[src/step_pkg.sv]
// Shared constants for the stepping driver and its controller
package step_pkg;
    // ----------------------------------------------------------------
    // Excitation counter
    // ----------------------------------------------------------------
    // Finest step is 0.00288 deg; 7.2 deg is 2500 finest steps
    localparam int          POS_W         = 12;
    localparam logic [11:0] POS_CYCLE     = 12'h9c4;
    localparam logic [11:0] POS_HOME      = 12'h000;
    localparam int          DIAL_W        = 4;
    localparam logic [3:0]  DIAL_DEFAULT  = 4'h0;

    // ----------------------------------------------------------------
    // Timing (clock 200 MHz)
    // ----------------------------------------------------------------
    localparam int          CLK_MHZ       = 200;
    localparam int          AWOFF_WAIT_MS = 150;
    localparam int          PWRUP_WAIT_MS = 1400;
    localparam int          BRAKE_WAIT_MS = 2200;
    localparam longint      AWOFF_WAIT_CYC = longint'(AWOFF_WAIT_MS) * 1000 * CLK_MHZ;
    localparam longint      PWRUP_WAIT_CYC = longint'(PWRUP_WAIT_MS) * 1000 * CLK_MHZ;
    localparam longint      BRAKE_WAIT_CYC = longint'(BRAKE_WAIT_MS) * 1000 * CLK_MHZ;

    // ----------------------------------------------------------------
    // Controller registers (AHB-Lite word offsets)
    // ----------------------------------------------------------------
    localparam logic [7:0]  REG_CTRL      = 8'h00;
    localparam logic [7:0]  REG_MOVE      = 8'h04;
    localparam logic [7:0]  REG_STATUS    = 8'h08;
    localparam logic [7:0]  REG_PERIOD    = 8'h0c;
    // CTRL field positions
    localparam int          CTRL_AWOFF    = 0;
    localparam int          CTRL_SEL_B    = 1;
    localparam int          CTRL_BRK_REL  = 2;
    localparam int          CTRL_DUAL     = 3;
    localparam int          CTRL_BRAKE_M  = 4;
    localparam logic [31:0] PERIOD_RESET  = 32'h0000_0064;
endpackage

[src/step_link_if.sv]
// Signal link between the pulse controller and the stepping driver
`timescale 1ns/1ps
`default_nettype none
interface step_link_if;
    logic step_pulse_in;   // Pulse (single mode) or clockwise pulse (dual)
    logic dir_ccw_in;      // Direction (single) or counter-clockwise pulse (dual)
    logic awoff;           // All windings off
    logic step_sel_b;      // Step angle select
    logic brake_release;   // Brake free
    logic excitation_home_flag;
    logic overheat_ok;     // High in normal operation, low after trip

    modport drv (input step_pulse_in, dir_ccw_in, awoff, step_sel_b, brake_release,
                 output excitation_home_flag, overheat_ok);
    modport ctl (output step_pulse_in, dir_ccw_in, awoff, step_sel_b, brake_release,
                 input excitation_home_flag, overheat_ok);
endinterface
`default_nettype wire

[src/step_controller.sv]
// Pulse controller: AHB-Lite registers driving the stepping driver link
//
// The implementer's own choices: the register offsets and the AHB-Lite interface to the registers.
`timescale 1ns/1ps
`default_nettype none
module step_controller
    import step_pkg::*;
#(
    parameter longint AWOFF_WAIT = AWOFF_WAIT_CYC,
    parameter longint PWRUP_WAIT = PWRUP_WAIT_CYC,
    parameter longint BRAKE_WAIT = BRAKE_WAIT_CYC
)(
    // Clock and reset
    input  wire logic        hclk,
    input  wire logic        hresetn,
    // AHB-Lite slave
    input  wire logic        hsel,
    input  wire logic [31:0] haddr,
    input  wire logic [1:0]  htrans,
    input  wire logic        hwrite,
    input  wire logic [2:0]  hsize,
    input  wire logic [31:0] hwdata,
    input  wire logic        hready,
    output logic [31:0]      hrdata,
    output logic             hreadyout,
    output logic             hresp,
    // Link to driver
    step_link_if.ctl         link
);
    // Wait counts must be non-zero and fit the 32-bit counters
    if (AWOFF_WAIT < 1 || PWRUP_WAIT < 1 || BRAKE_WAIT < 1 || AWOFF_WAIT > 64'hffff_ffff ||
        PWRUP_WAIT > 64'hffff_ffff || BRAKE_WAIT > 64'hffff_ffff) begin : g_bad_wait
        $error("wait counts must lie between one and the counter range");
    end

    // ----------------------------------------------------------------
    // Bus slave
    // ----------------------------------------------------------------
    logic        wr_pend_r;
    logic [7:0]  wr_addr_r;
    logic [7:0]  rd_addr_r;
    logic [4:0]  ctrl_r;
    logic [31:0] period_r;
    logic [31:0] remain_r;
    logic        dir_r;
    logic [31:0] ph_cnt_r;
    logic        pulse_r;
    logic [31:0] wait_r;
    logic        awoff_d_r;
    logic [31:0] up_r;
    logic        move_go;

    wire         take   = hsel & hready & htrans[1];
    wire [31:0]  start_wait = ctrl_r[CTRL_BRAKE_M] ? 32'(BRAKE_WAIT) : 32'(PWRUP_WAIT);
    wire         pwr_hold = (up_r < start_wait);
    wire         busy   = (remain_r != 32'h0) | pulse_r;
    wire [31:0]  status = {28'h0, link.overheat_ok, link.excitation_home_flag,
                           (wait_r != 32'h0) | pwr_hold, busy};

    assign hreadyout = 1'b1;
    assign hresp     = 1'b0;
    assign move_go   = wr_pend_r & (wr_addr_r == REG_MOVE);
    assign hrdata    = (rd_addr_r == REG_CTRL)   ? {27'h0, ctrl_r} :
                       (rd_addr_r == REG_STATUS) ? status :
                       (rd_addr_r == REG_PERIOD) ? period_r :
                       (rd_addr_r == REG_MOVE)   ? remain_r : 32'h0;

    // Address phase capture and register writes
    always_ff @(posedge hclk or negedge hresetn) begin
        if (!hresetn) begin
            wr_pend_r <= 1'b0;
            wr_addr_r <= 8'h00;
            rd_addr_r <= 8'hff;
            ctrl_r    <= 5'h00;
            period_r  <= PERIOD_RESET;
        end else begin
            wr_pend_r <= take & hwrite;
            wr_addr_r <= haddr[7:0];
            rd_addr_r <= (take & ~hwrite) ? haddr[7:0] : rd_addr_r;
            if (wr_pend_r && wr_addr_r == REG_CTRL) begin
                // Select may change only at home and at rest
                ctrl_r[CTRL_AWOFF]   <= hwdata[CTRL_AWOFF];
                ctrl_r[CTRL_BRK_REL] <= hwdata[CTRL_BRK_REL];
                ctrl_r[CTRL_DUAL]    <= hwdata[CTRL_DUAL];
                ctrl_r[CTRL_BRAKE_M] <= hwdata[CTRL_BRAKE_M];
                if (!busy && link.excitation_home_flag)
                    ctrl_r[CTRL_SEL_B] <= hwdata[CTRL_SEL_B];
            end
            if (wr_pend_r && wr_addr_r == REG_PERIOD && hwdata > 32'h1)
                period_r <= hwdata;
        end
    end

    // ----------------------------------------------------------------
    // Pulse generator: MOVE bit 31 is direction, low bits the count
    // ----------------------------------------------------------------
    always_ff @(posedge hclk or negedge hresetn) begin
        if (!hresetn) begin
            remain_r  <= 32'h0;
            dir_r     <= 1'b0;
            ph_cnt_r  <= 32'h0;
            pulse_r   <= 1'b0;
            wait_r    <= 32'h0;
            up_r      <= 32'h0;
            awoff_d_r <= 1'b0;
        end else begin
            awoff_d_r <= ctrl_r[CTRL_AWOFF];
            // Time since reset; a brake-motor setting made late still extends the hold
            if (pwr_hold) begin
                up_r <= up_r + 32'h1;
            end
            if (awoff_d_r && !ctrl_r[CTRL_AWOFF]) begin
                wait_r <= 32'(AWOFF_WAIT);
            end else if (wait_r != 32'h0) begin
                wait_r <= wait_r - 32'h1;
            end
            if (move_go && !busy) begin
                remain_r <= {1'b0, hwdata[30:0]};
                dir_r    <= hwdata[31];
                ph_cnt_r <= 32'h0;
            end else if (ph_cnt_r != 32'h0) begin
                ph_cnt_r <= ph_cnt_r - 32'h1;
            end else if (pulse_r) begin
                pulse_r  <= 1'b0;                                          // falling edge steps
                ph_cnt_r <= period_r;
            end else if (remain_r != 32'h0 && wait_r == 32'h0 && !pwr_hold) begin
                // Pulses still go out with windings off; the driver drops them
                pulse_r  <= 1'b1;
                remain_r <= remain_r - 32'h1;
                ph_cnt_r <= period_r;
            end
        end
    end

    // ----------------------------------------------------------------
    // Link drive
    // ----------------------------------------------------------------
    wire dual = ctrl_r[CTRL_DUAL];
    assign link.step_pulse_in = dual ? (pulse_r & ~dir_r) : pulse_r;
    assign link.dir_ccw_in    = dual ? (pulse_r & dir_r) : ~dir_r;
    assign link.awoff         = ctrl_r[CTRL_AWOFF];
    assign link.step_sel_b    = ctrl_r[CTRL_SEL_B];
    // A brake motor is kept free for as long as a move runs
    assign link.brake_release = ctrl_r[CTRL_BRK_REL] | (ctrl_r[CTRL_BRAKE_M] & busy);
endmodule
`default_nettype wire

[src/flat_wrapper.sv]
// flat-port wrapper written by rule: the top's interface ports become plain ports
module step_controller_flat import step_pkg::*;
#(
    parameter longint AWOFF_WAIT = AWOFF_WAIT_CYC,
    parameter longint PWRUP_WAIT = PWRUP_WAIT_CYC,
    parameter longint BRAKE_WAIT = BRAKE_WAIT_CYC
)
  (hclk, hresetn, hsel, haddr, htrans, hwrite, hsize, hwdata, hready, hrdata, hreadyout, hresp, link_step_pulse_in, link_dir_ccw_in, link_awoff, link_step_sel_b, link_brake_release, link_excitation_home_flag, link_overheat_ok);
  step_link_if link_i ();
  input  wire logic hclk;
  input  wire logic hresetn;
  input  wire logic hsel;
  input  wire logic [31:0] haddr;
  input  wire logic [1:0] htrans;
  input  wire logic hwrite;
  input  wire logic [2:0] hsize;
  input  wire logic [31:0] hwdata;
  input  wire logic hready;
  output logic [31:0] hrdata;
  output logic hreadyout;
  output logic hresp;
  output wire logic [$bits(link_i.step_pulse_in)-1:0] link_step_pulse_in;
  output wire logic [$bits(link_i.dir_ccw_in)-1:0] link_dir_ccw_in;
  output wire logic [$bits(link_i.awoff)-1:0] link_awoff;
  output wire logic [$bits(link_i.step_sel_b)-1:0] link_step_sel_b;
  output wire logic [$bits(link_i.brake_release)-1:0] link_brake_release;
  input wire logic [$bits(link_i.excitation_home_flag)-1:0] link_excitation_home_flag;
  input wire logic [$bits(link_i.overheat_ok)-1:0] link_overheat_ok;
  assign link_step_pulse_in = link_i.step_pulse_in;
  assign link_dir_ccw_in = link_i.dir_ccw_in;
  assign link_awoff = link_i.awoff;
  assign link_step_sel_b = link_i.step_sel_b;
  assign link_brake_release = link_i.brake_release;
  assign link_i.excitation_home_flag = link_excitation_home_flag;
  assign link_i.overheat_ok = link_overheat_ok;
  step_controller #(.AWOFF_WAIT(AWOFF_WAIT), .PWRUP_WAIT(PWRUP_WAIT), .BRAKE_WAIT(BRAKE_WAIT)) u_core (.hclk(hclk), .hresetn(hresetn), .hsel(hsel), .haddr(haddr), .htrans(htrans), .hwrite(hwrite), .hsize(hsize), .hwdata(hwdata), .hready(hready), .hrdata(hrdata), .hreadyout(hreadyout), .hresp(hresp), .link(link_i));
endmodule
[config.mk]
export PLATFORM = sky130hd
export DESIGN_NAME = step_controller_flat
export DESIGN_NICKNAME = d
export VERILOG_FILES = /design/src/step_pkg.sv /design/src/step_link_if.sv /design/src/step_controller.sv /design/src/flat_wrapper.sv
export SDC_FILE = /design/constraint.sdc
export NUM_CORES = 1
export LEC_CHECK = 0
export BUFFER_PORTS_ARGS = -buffer_cell sky130_fd_sc_hd__clkbuf_2
export CAP_MARGIN = 20
export CORE_AREA = 2 2 169 171
export DETAILED_ROUTE_END_ITERATION = 10
export DIE_AREA = 0 0 171 173
export PLACE_DENSITY = 0.62
export SLEW_MARGIN = 40
export SYNTH_ARGS = -nofsm -noshare
export SYNTH_HDL_FRONTEND = slang
export SYNTH_SLANG_ARGS = --single-unit
export TNS_END_PERCENT = 50
[constraint.sdc]
create_clock -name hclk -period 4.9 [get_ports hclk]
set_input_delay 0.245 -clock hclk [delete_from_list [all_inputs] [get_ports hclk]]
set_output_delay 0.245 -clock hclk [all_outputs]
set_load 0.01 [all_outputs]
---- Word level (Yosys, flattened, before mapping) ----
Cells that the tools add are included.
storage, ports and cells
  logic and storage cells ................. 83
  memories ................................ 0
  latch bits .............................. 0
  bits in read-only memories .............. 0
  input bits .............................. 76
  memory bits (writable) .................. 0
  bits in registers ....................... 185
cells by class
  divide/modulo/power cells ............... 0
  shift operators ......................... 0
  bitwise operators ....................... 15
  equality and inequality tests ........... 7
  add/subtract/negate cells ............... 4
  multipliers ............................. 0
  muxes and demuxes ....................... 19
  reduce and logical (&&, ||, !) cells .... 23
  magnitude comparators ................... 2
operators with widths
  kind                                                 number
  2-to-1 mux 32 bit                                    14
  nonzero test 32 bit                                  3
  subtractor 32 x 1 -> 32 bit, second input constant   3
  adder 32 x 1 -> 32 bit, second input constant        1
  > comparator 32 x 1 -> 1 bit, second input constant  1
  zero test 32 bit                                     1
  less-than comparator 32 bit                          1
  2-to-1 mux 28 bit                                    1
  equality test 8 x 4 -> 1 bit, second input constant  3
  equality test 8 x 3 -> 1 bit, second input constant  2
  zero test 8 bit                                      2
  AND 1 bit                                            8
  logical AND 1 bit                                    8
  2-to-1 mux 1 bit                                     4
  inverter 1 bit                                       4
  AND reduction 2 bit                                  2
  nonzero test 2 bit                                   2
  nonzero test 4 bit                                   1
  zero test 1 bit                                      3
  bitwise OR 1 bit                                     3
  AND reduction 3 bit                                  1
  != test 2 x 1 -> 1 bit, second input constant        1
  != test 2 bit, second input constant                 1

---- Longest topological paths before layout ----
  depth in word-level cells ............... 8
  mapped depth ............................ 11

---- Least setup slack after synthesis ----
OpenSTA, ideal clock, no wires.
  path type ............................... register -> register
  start point ............................. reg u_core.wait_r[21]
  end point ............................... reg u_core.remain_r[31]
  arrival time ............................ 2.956 ns
  slack ................................... 1.820 ns
  stages on the path, launching flop included .. 8
  setup time .............................. 0.125 ns
  path through ............................ dfrtp_1 > or4_4 > or4_4 > or4_4 > a2111oi_2 > nand2_1 > nor4_2 > mux2_2
on the way
  word-level cells in the longest chain between the ends .. 5
RTL lines
  what                             line                    RTL
  start: declaration               step_controller.sv:48   logic [31:0] wait_r;
  start signal: assignment         step_controller.sv:113  wait_r <= 32'(AWOFF_WAIT);
  start signal: assignment         step_controller.sv:115  wait_r <= wait_r - 32'h1;
  zero test 32 bit                 step_controller.sv:126  end else if (remain_r != 32'h0 && wait_r == 32'h0 && !pwr_hold) begin
  logical AND 1 bit (2 in series)  step_controller.sv:126
  nonzero test 2 bit (no line)     n/a
  AND reduction 3 bit (no line)    n/a
  end signal: assignment           step_controller.sv:118  remain_r <= {1'b0, hwdata[30:0]};
  end signal: assignment           step_controller.sv:129  remain_r <= remain_r - 32'h1;
  end: declaration                 step_controller.sv:44   logic [31:0] remain_r;
No other way between the ends.
A chain may end at the register's enable or synchronous reset.

---- Worst setup path in the final report ----
  start point ............................. reg u_core.remain_r[17]
  end point ............................... out hrdata[0]
on the way
  word-level cells in the longest chain between the ends .. 4
RTL lines
  what                 line                   RTL
  nonzero test 32 bit  step_controller.sv:56  wire busy = (remain_r != 32'h0) | pulse_r;
  bitwise OR 1 bit     step_controller.sv:56
  2-to-1 mux 32 bit    step_controller.sv:64  (rd_addr_r == REG_STATUS) ? status :
  2-to-1 mux 32 bit    step_controller.sv:63  assign hrdata = (rd_addr_r == REG_CTRL) ? {27'h0, ctrl_r} :
  end: declaration     flat_wrapper.sv:19     output logic [31:0] hrdata;
No other way between the ends.

==> run summary <==
Synth cell types: 71
Reg power frac: 50.9%
number of global-route vias before repair: 8096
WP buf/inv: 1
combinational power share: 8.9%
Yosys reg bits: 185
Worst Tran Pin Value: 0.866 ns
Synth Cell Area: 10100 um^2
Final Critical Period: 3.78 ns
# diodes: 0
Reg2Reg Setup Slack: 1.19 ns
Worst setup SP type: flop
YS warnings: 0
cts bufs inserted: 17
HP Start: hready
Clock power frac: 40.2%
worst hold path cell count: 2
share of cells above drive strength 1: 19.6%
cells along the critical path: or4_1, or3_1, nor4_1, nand2_1, mux4_2, nor2b_1, clkbuf_2
I/O Buffers: 84
drt pass-1 iters: 6
Critical Path Sink Type: output pin
Residual DRC: 0
Synth Area per Inst: 9.71 um^2
hold worst-path end: u_core.wr_pend_r$_DFF_PN0_
vias per std cell: 5.47
sequential fraction of the synthesis area: 46.0%
Starting DRT DRC Count: 652
Initial Util: 36.5%
Routed wire per std cell: 17.9 um
Slowest cell on crit path: or4_1
Yosys top cell by area: dfrtp_1
final WL: 27000 um
antenna-violating nets left: 0
CP peak stage delay: 0.61 ns
Int Pwr: 2.41 mW
Period Utilization, post-route: 77.2%
cell area power density: 285 nW/um^2
Synthesized Nets: 1129
NetSw: 899 uW
first-pass GRT wire length: 44300 um
arrival time worst endpoint: 3.54 ns
clock tree buffer depth: 2
critical path class: reg2out
DP Wirelength: 19000 um
Worst EP required: 4.66 ns
Root Buffer: clkbuf_16
final net count: 1211
Die W: 171 um
Post-synth EDFFs: 0
Pins Over Slew Limit: 0
CP Max Fanout: 9
CP delay by family, top: simple AND/OR/NAND/NOR gates
Layout area overhead: 15.1%
Synth top area share: 43.2%
Max Cap Violations: 0
RSZ-0062 raised after global routing: false
worst reg2reg path startpoint: u_core.wait_r[21]$_DFFE_PN0P_
Total Routing Usage GR: 18.9%
achievable clock frequency: 0.264 GHz
worst skew pair latency: 0.44 ns
Worst Hold Slack: 0.0521 ns
Worst Hold Class: in2reg
grt total ovfl: 0
Fin Clk Skew: 0.0153 ns
H-Tree Depth: 4
clk sinks: 185
Synth area leaders: dfrtp_1 (43%), nor2_1 (5.7%), mux2_2 (5.2%)
die area: 29600 um^2
asr flop ratio synth: 100%
Clock transition at path regs: 0.08 ns
Cells after Synth: 1038
status: complete, no violations
CTS tree: yes
post-CTS setup buffers: 0
Slew HR: 42.3%
Fin Setup TNS: 0 ns
r2r endpoint: u_core.ph_cnt_r[12]$_DFFE_PN0P_
FP Rows: 61
switching portion of total power: 27.2%
via count: 8271
largest net degree at the start of global routing: 102
fill cell count: 2764
initial antenna violation count: 0
FF-to-FF path depth: 7
final setup violation count: 0
final RePlAce weighted congestion: 0.834
Max VDD drop: 0.231 mV
prevailing post-synth register cell: dfrtp_1
IO Pins: 115
core area: 27600 um^2
Leak: 4.94 nW
Final Hold Viols: 0
Die Y: 173 um
-- per-layer routing --
metal	wire length (um)	track usage, %	vias to the layer above
met5	0	0	-
met2	13000	30.3	241
met3	1240	2.52	40
met1	12100	26.2	4059
met4	707	6.74	0
li1	-	-	3931
-- worst max-delay path by stage --
stage                                          from                         endpoint  cells after the start
floorplan             u_core.wait_r[21]$_DFFE_PN0P_  u_core.remain_r[31]$_DFFE_PN0P_                      7
global placement      u_core.wait_r[21]$_DFFE_PN0P_  u_core.ph_cnt_r[27]$_DFFE_PN0P_                      7
detailed placement    u_core.wait_r[21]$_DFFE_PN0P_  u_core.ph_cnt_r[13]$_DFFE_PN0P_                      7
CTS                 u_core.remain_r[17]$_DFFE_PN0P_                        hrdata[0]                      7
global route          u_core.wait_r[12]$_DFFE_PN0P_  u_core.ph_cnt_r[13]$_DFFE_PN0P_                      7
finish              u_core.remain_r[17]$_DFFE_PN0P_                        hrdata[0]                      7
-- cells in the final DEF, fill, tap and decap left out, types with 6 or more instances in the layout --
cell type / n
a211oi_1: 10
a21oi_1: 41
and3_1: 16
buf_4: 18
clkbuf_16: 17
clkbuf_2: 83
dfrtp_1: 174
dfstp_2: 10
dlygate4sd3_1: 9
ha_1: 15
inv_1: 14
mux2_2: 47
mux2i_1: 36
nand2_1: 77
nand3_1: 38
nand4_1: 18
nor2_1: 153
nor2b_1: 7
nor3_1: 49
nor3b_1: 6
nor4_1: 32
nor4b_1: 6
o211ai_1: 7
o21ai_0: 29
o31ai_1: 7
or3_1: 17
or4_1: 14
xnor2_1: 49
xor2_1: 19
-- stage by stage --
stage               utilization, %  worst slack (ns)  instance area [um^2]  power (mW)  instances
finish                        42.0              1.12                 11600        3.30       1511
global route                  42.0              1.02                 11600        3.44       1511
CTS                           41.9              1.12                 11600        3.34       1510
global placement              39.5              1.32                 10900        1.99       1469
floorplan                        -              1.82                 10100        1.86       1038
detailed placement            39.5              1.27                 10900        2.00       1469
-- cell type report --
class / instances / area, um^2 / area share [%]
Multi-Input combinational cell: 789 / 5180 / 44.7
Sequential cell: 185 / 4650 / 40.0
Timing Repair Buffer: 112 / 683 / 5.89
Tap cell: 378 / 473 / 4.08
Clock buffer: 17 / 425 / 3.67
Clock inverter: 15 / 136 / 1.18
Inverter: 15 / 56.3 / 0.485
-- cell usage after synthesis, drive strengths merged, types with 6 or more instances --
cell type / instances
a211oi: 15
a21oi: 41
and3: 16
buf: 20
clkbuf: 29
dfrtp: 174
dfstp: 11
ha: 15
inv: 14
mux2: 47
mux2i: 36
nand2: 78
nand3: 38
nand4: 18
nor2: 154
nor2b: 7
nor3: 54
nor3b: 7
nor4: 35
nor4b: 6
o211ai: 7
o21ai: 33
o31ai: 7
or3: 17
or4: 17
xnor2: 49
xor2: 19
-- cells by family after synthesis --
logic type	Yosys count	share of synthesized area, %
adders and majority gates	15	1.86
and+or+nand+nor	474	24.3
xor gates and xnor gates	68	5.91
buffers and inverters	64	2.73
AOI/OAI and AO/OA	144	9.59
other	2	0.0745
DFF	185	46.0
muxes	86	9.49
-- power by group through the flow --
stage	Clock [mW]	Combinational (mW)	Sequential (mW)
CTS	1.36	0.294	1.68
global route	1.42	0.331	1.69
finish	1.33	0.294	1.68
global placement	0	0.285	1.70
floorplan	0	0.211	1.65
detailed placement	0	0.288	1.71
-- flip-flops by register name, indices dropped and copies added (netlist names) --
register	flops
u_core.ph_cnt_r	32
u_core.remain_r	32
u_core.rd_addr_r	8
u_core.up_r	32
u_core.period_r	32
u_core.awoff_d_r	1
u_core.dir_r	1
u_core.wr_addr_r	8
u_core.wait_r	32
u_core.wr_pend_r	1
u_core.pulse_r	1
u_core.ctrl_r	5
-- what timing repair did --
item,in CTS,in global routing
resized for setup,0,0
hold buffers,9,0
setup endpoints to repair,0,0
endpoints found under the hold margin,104,0
(Power assumes the default switching activity.)
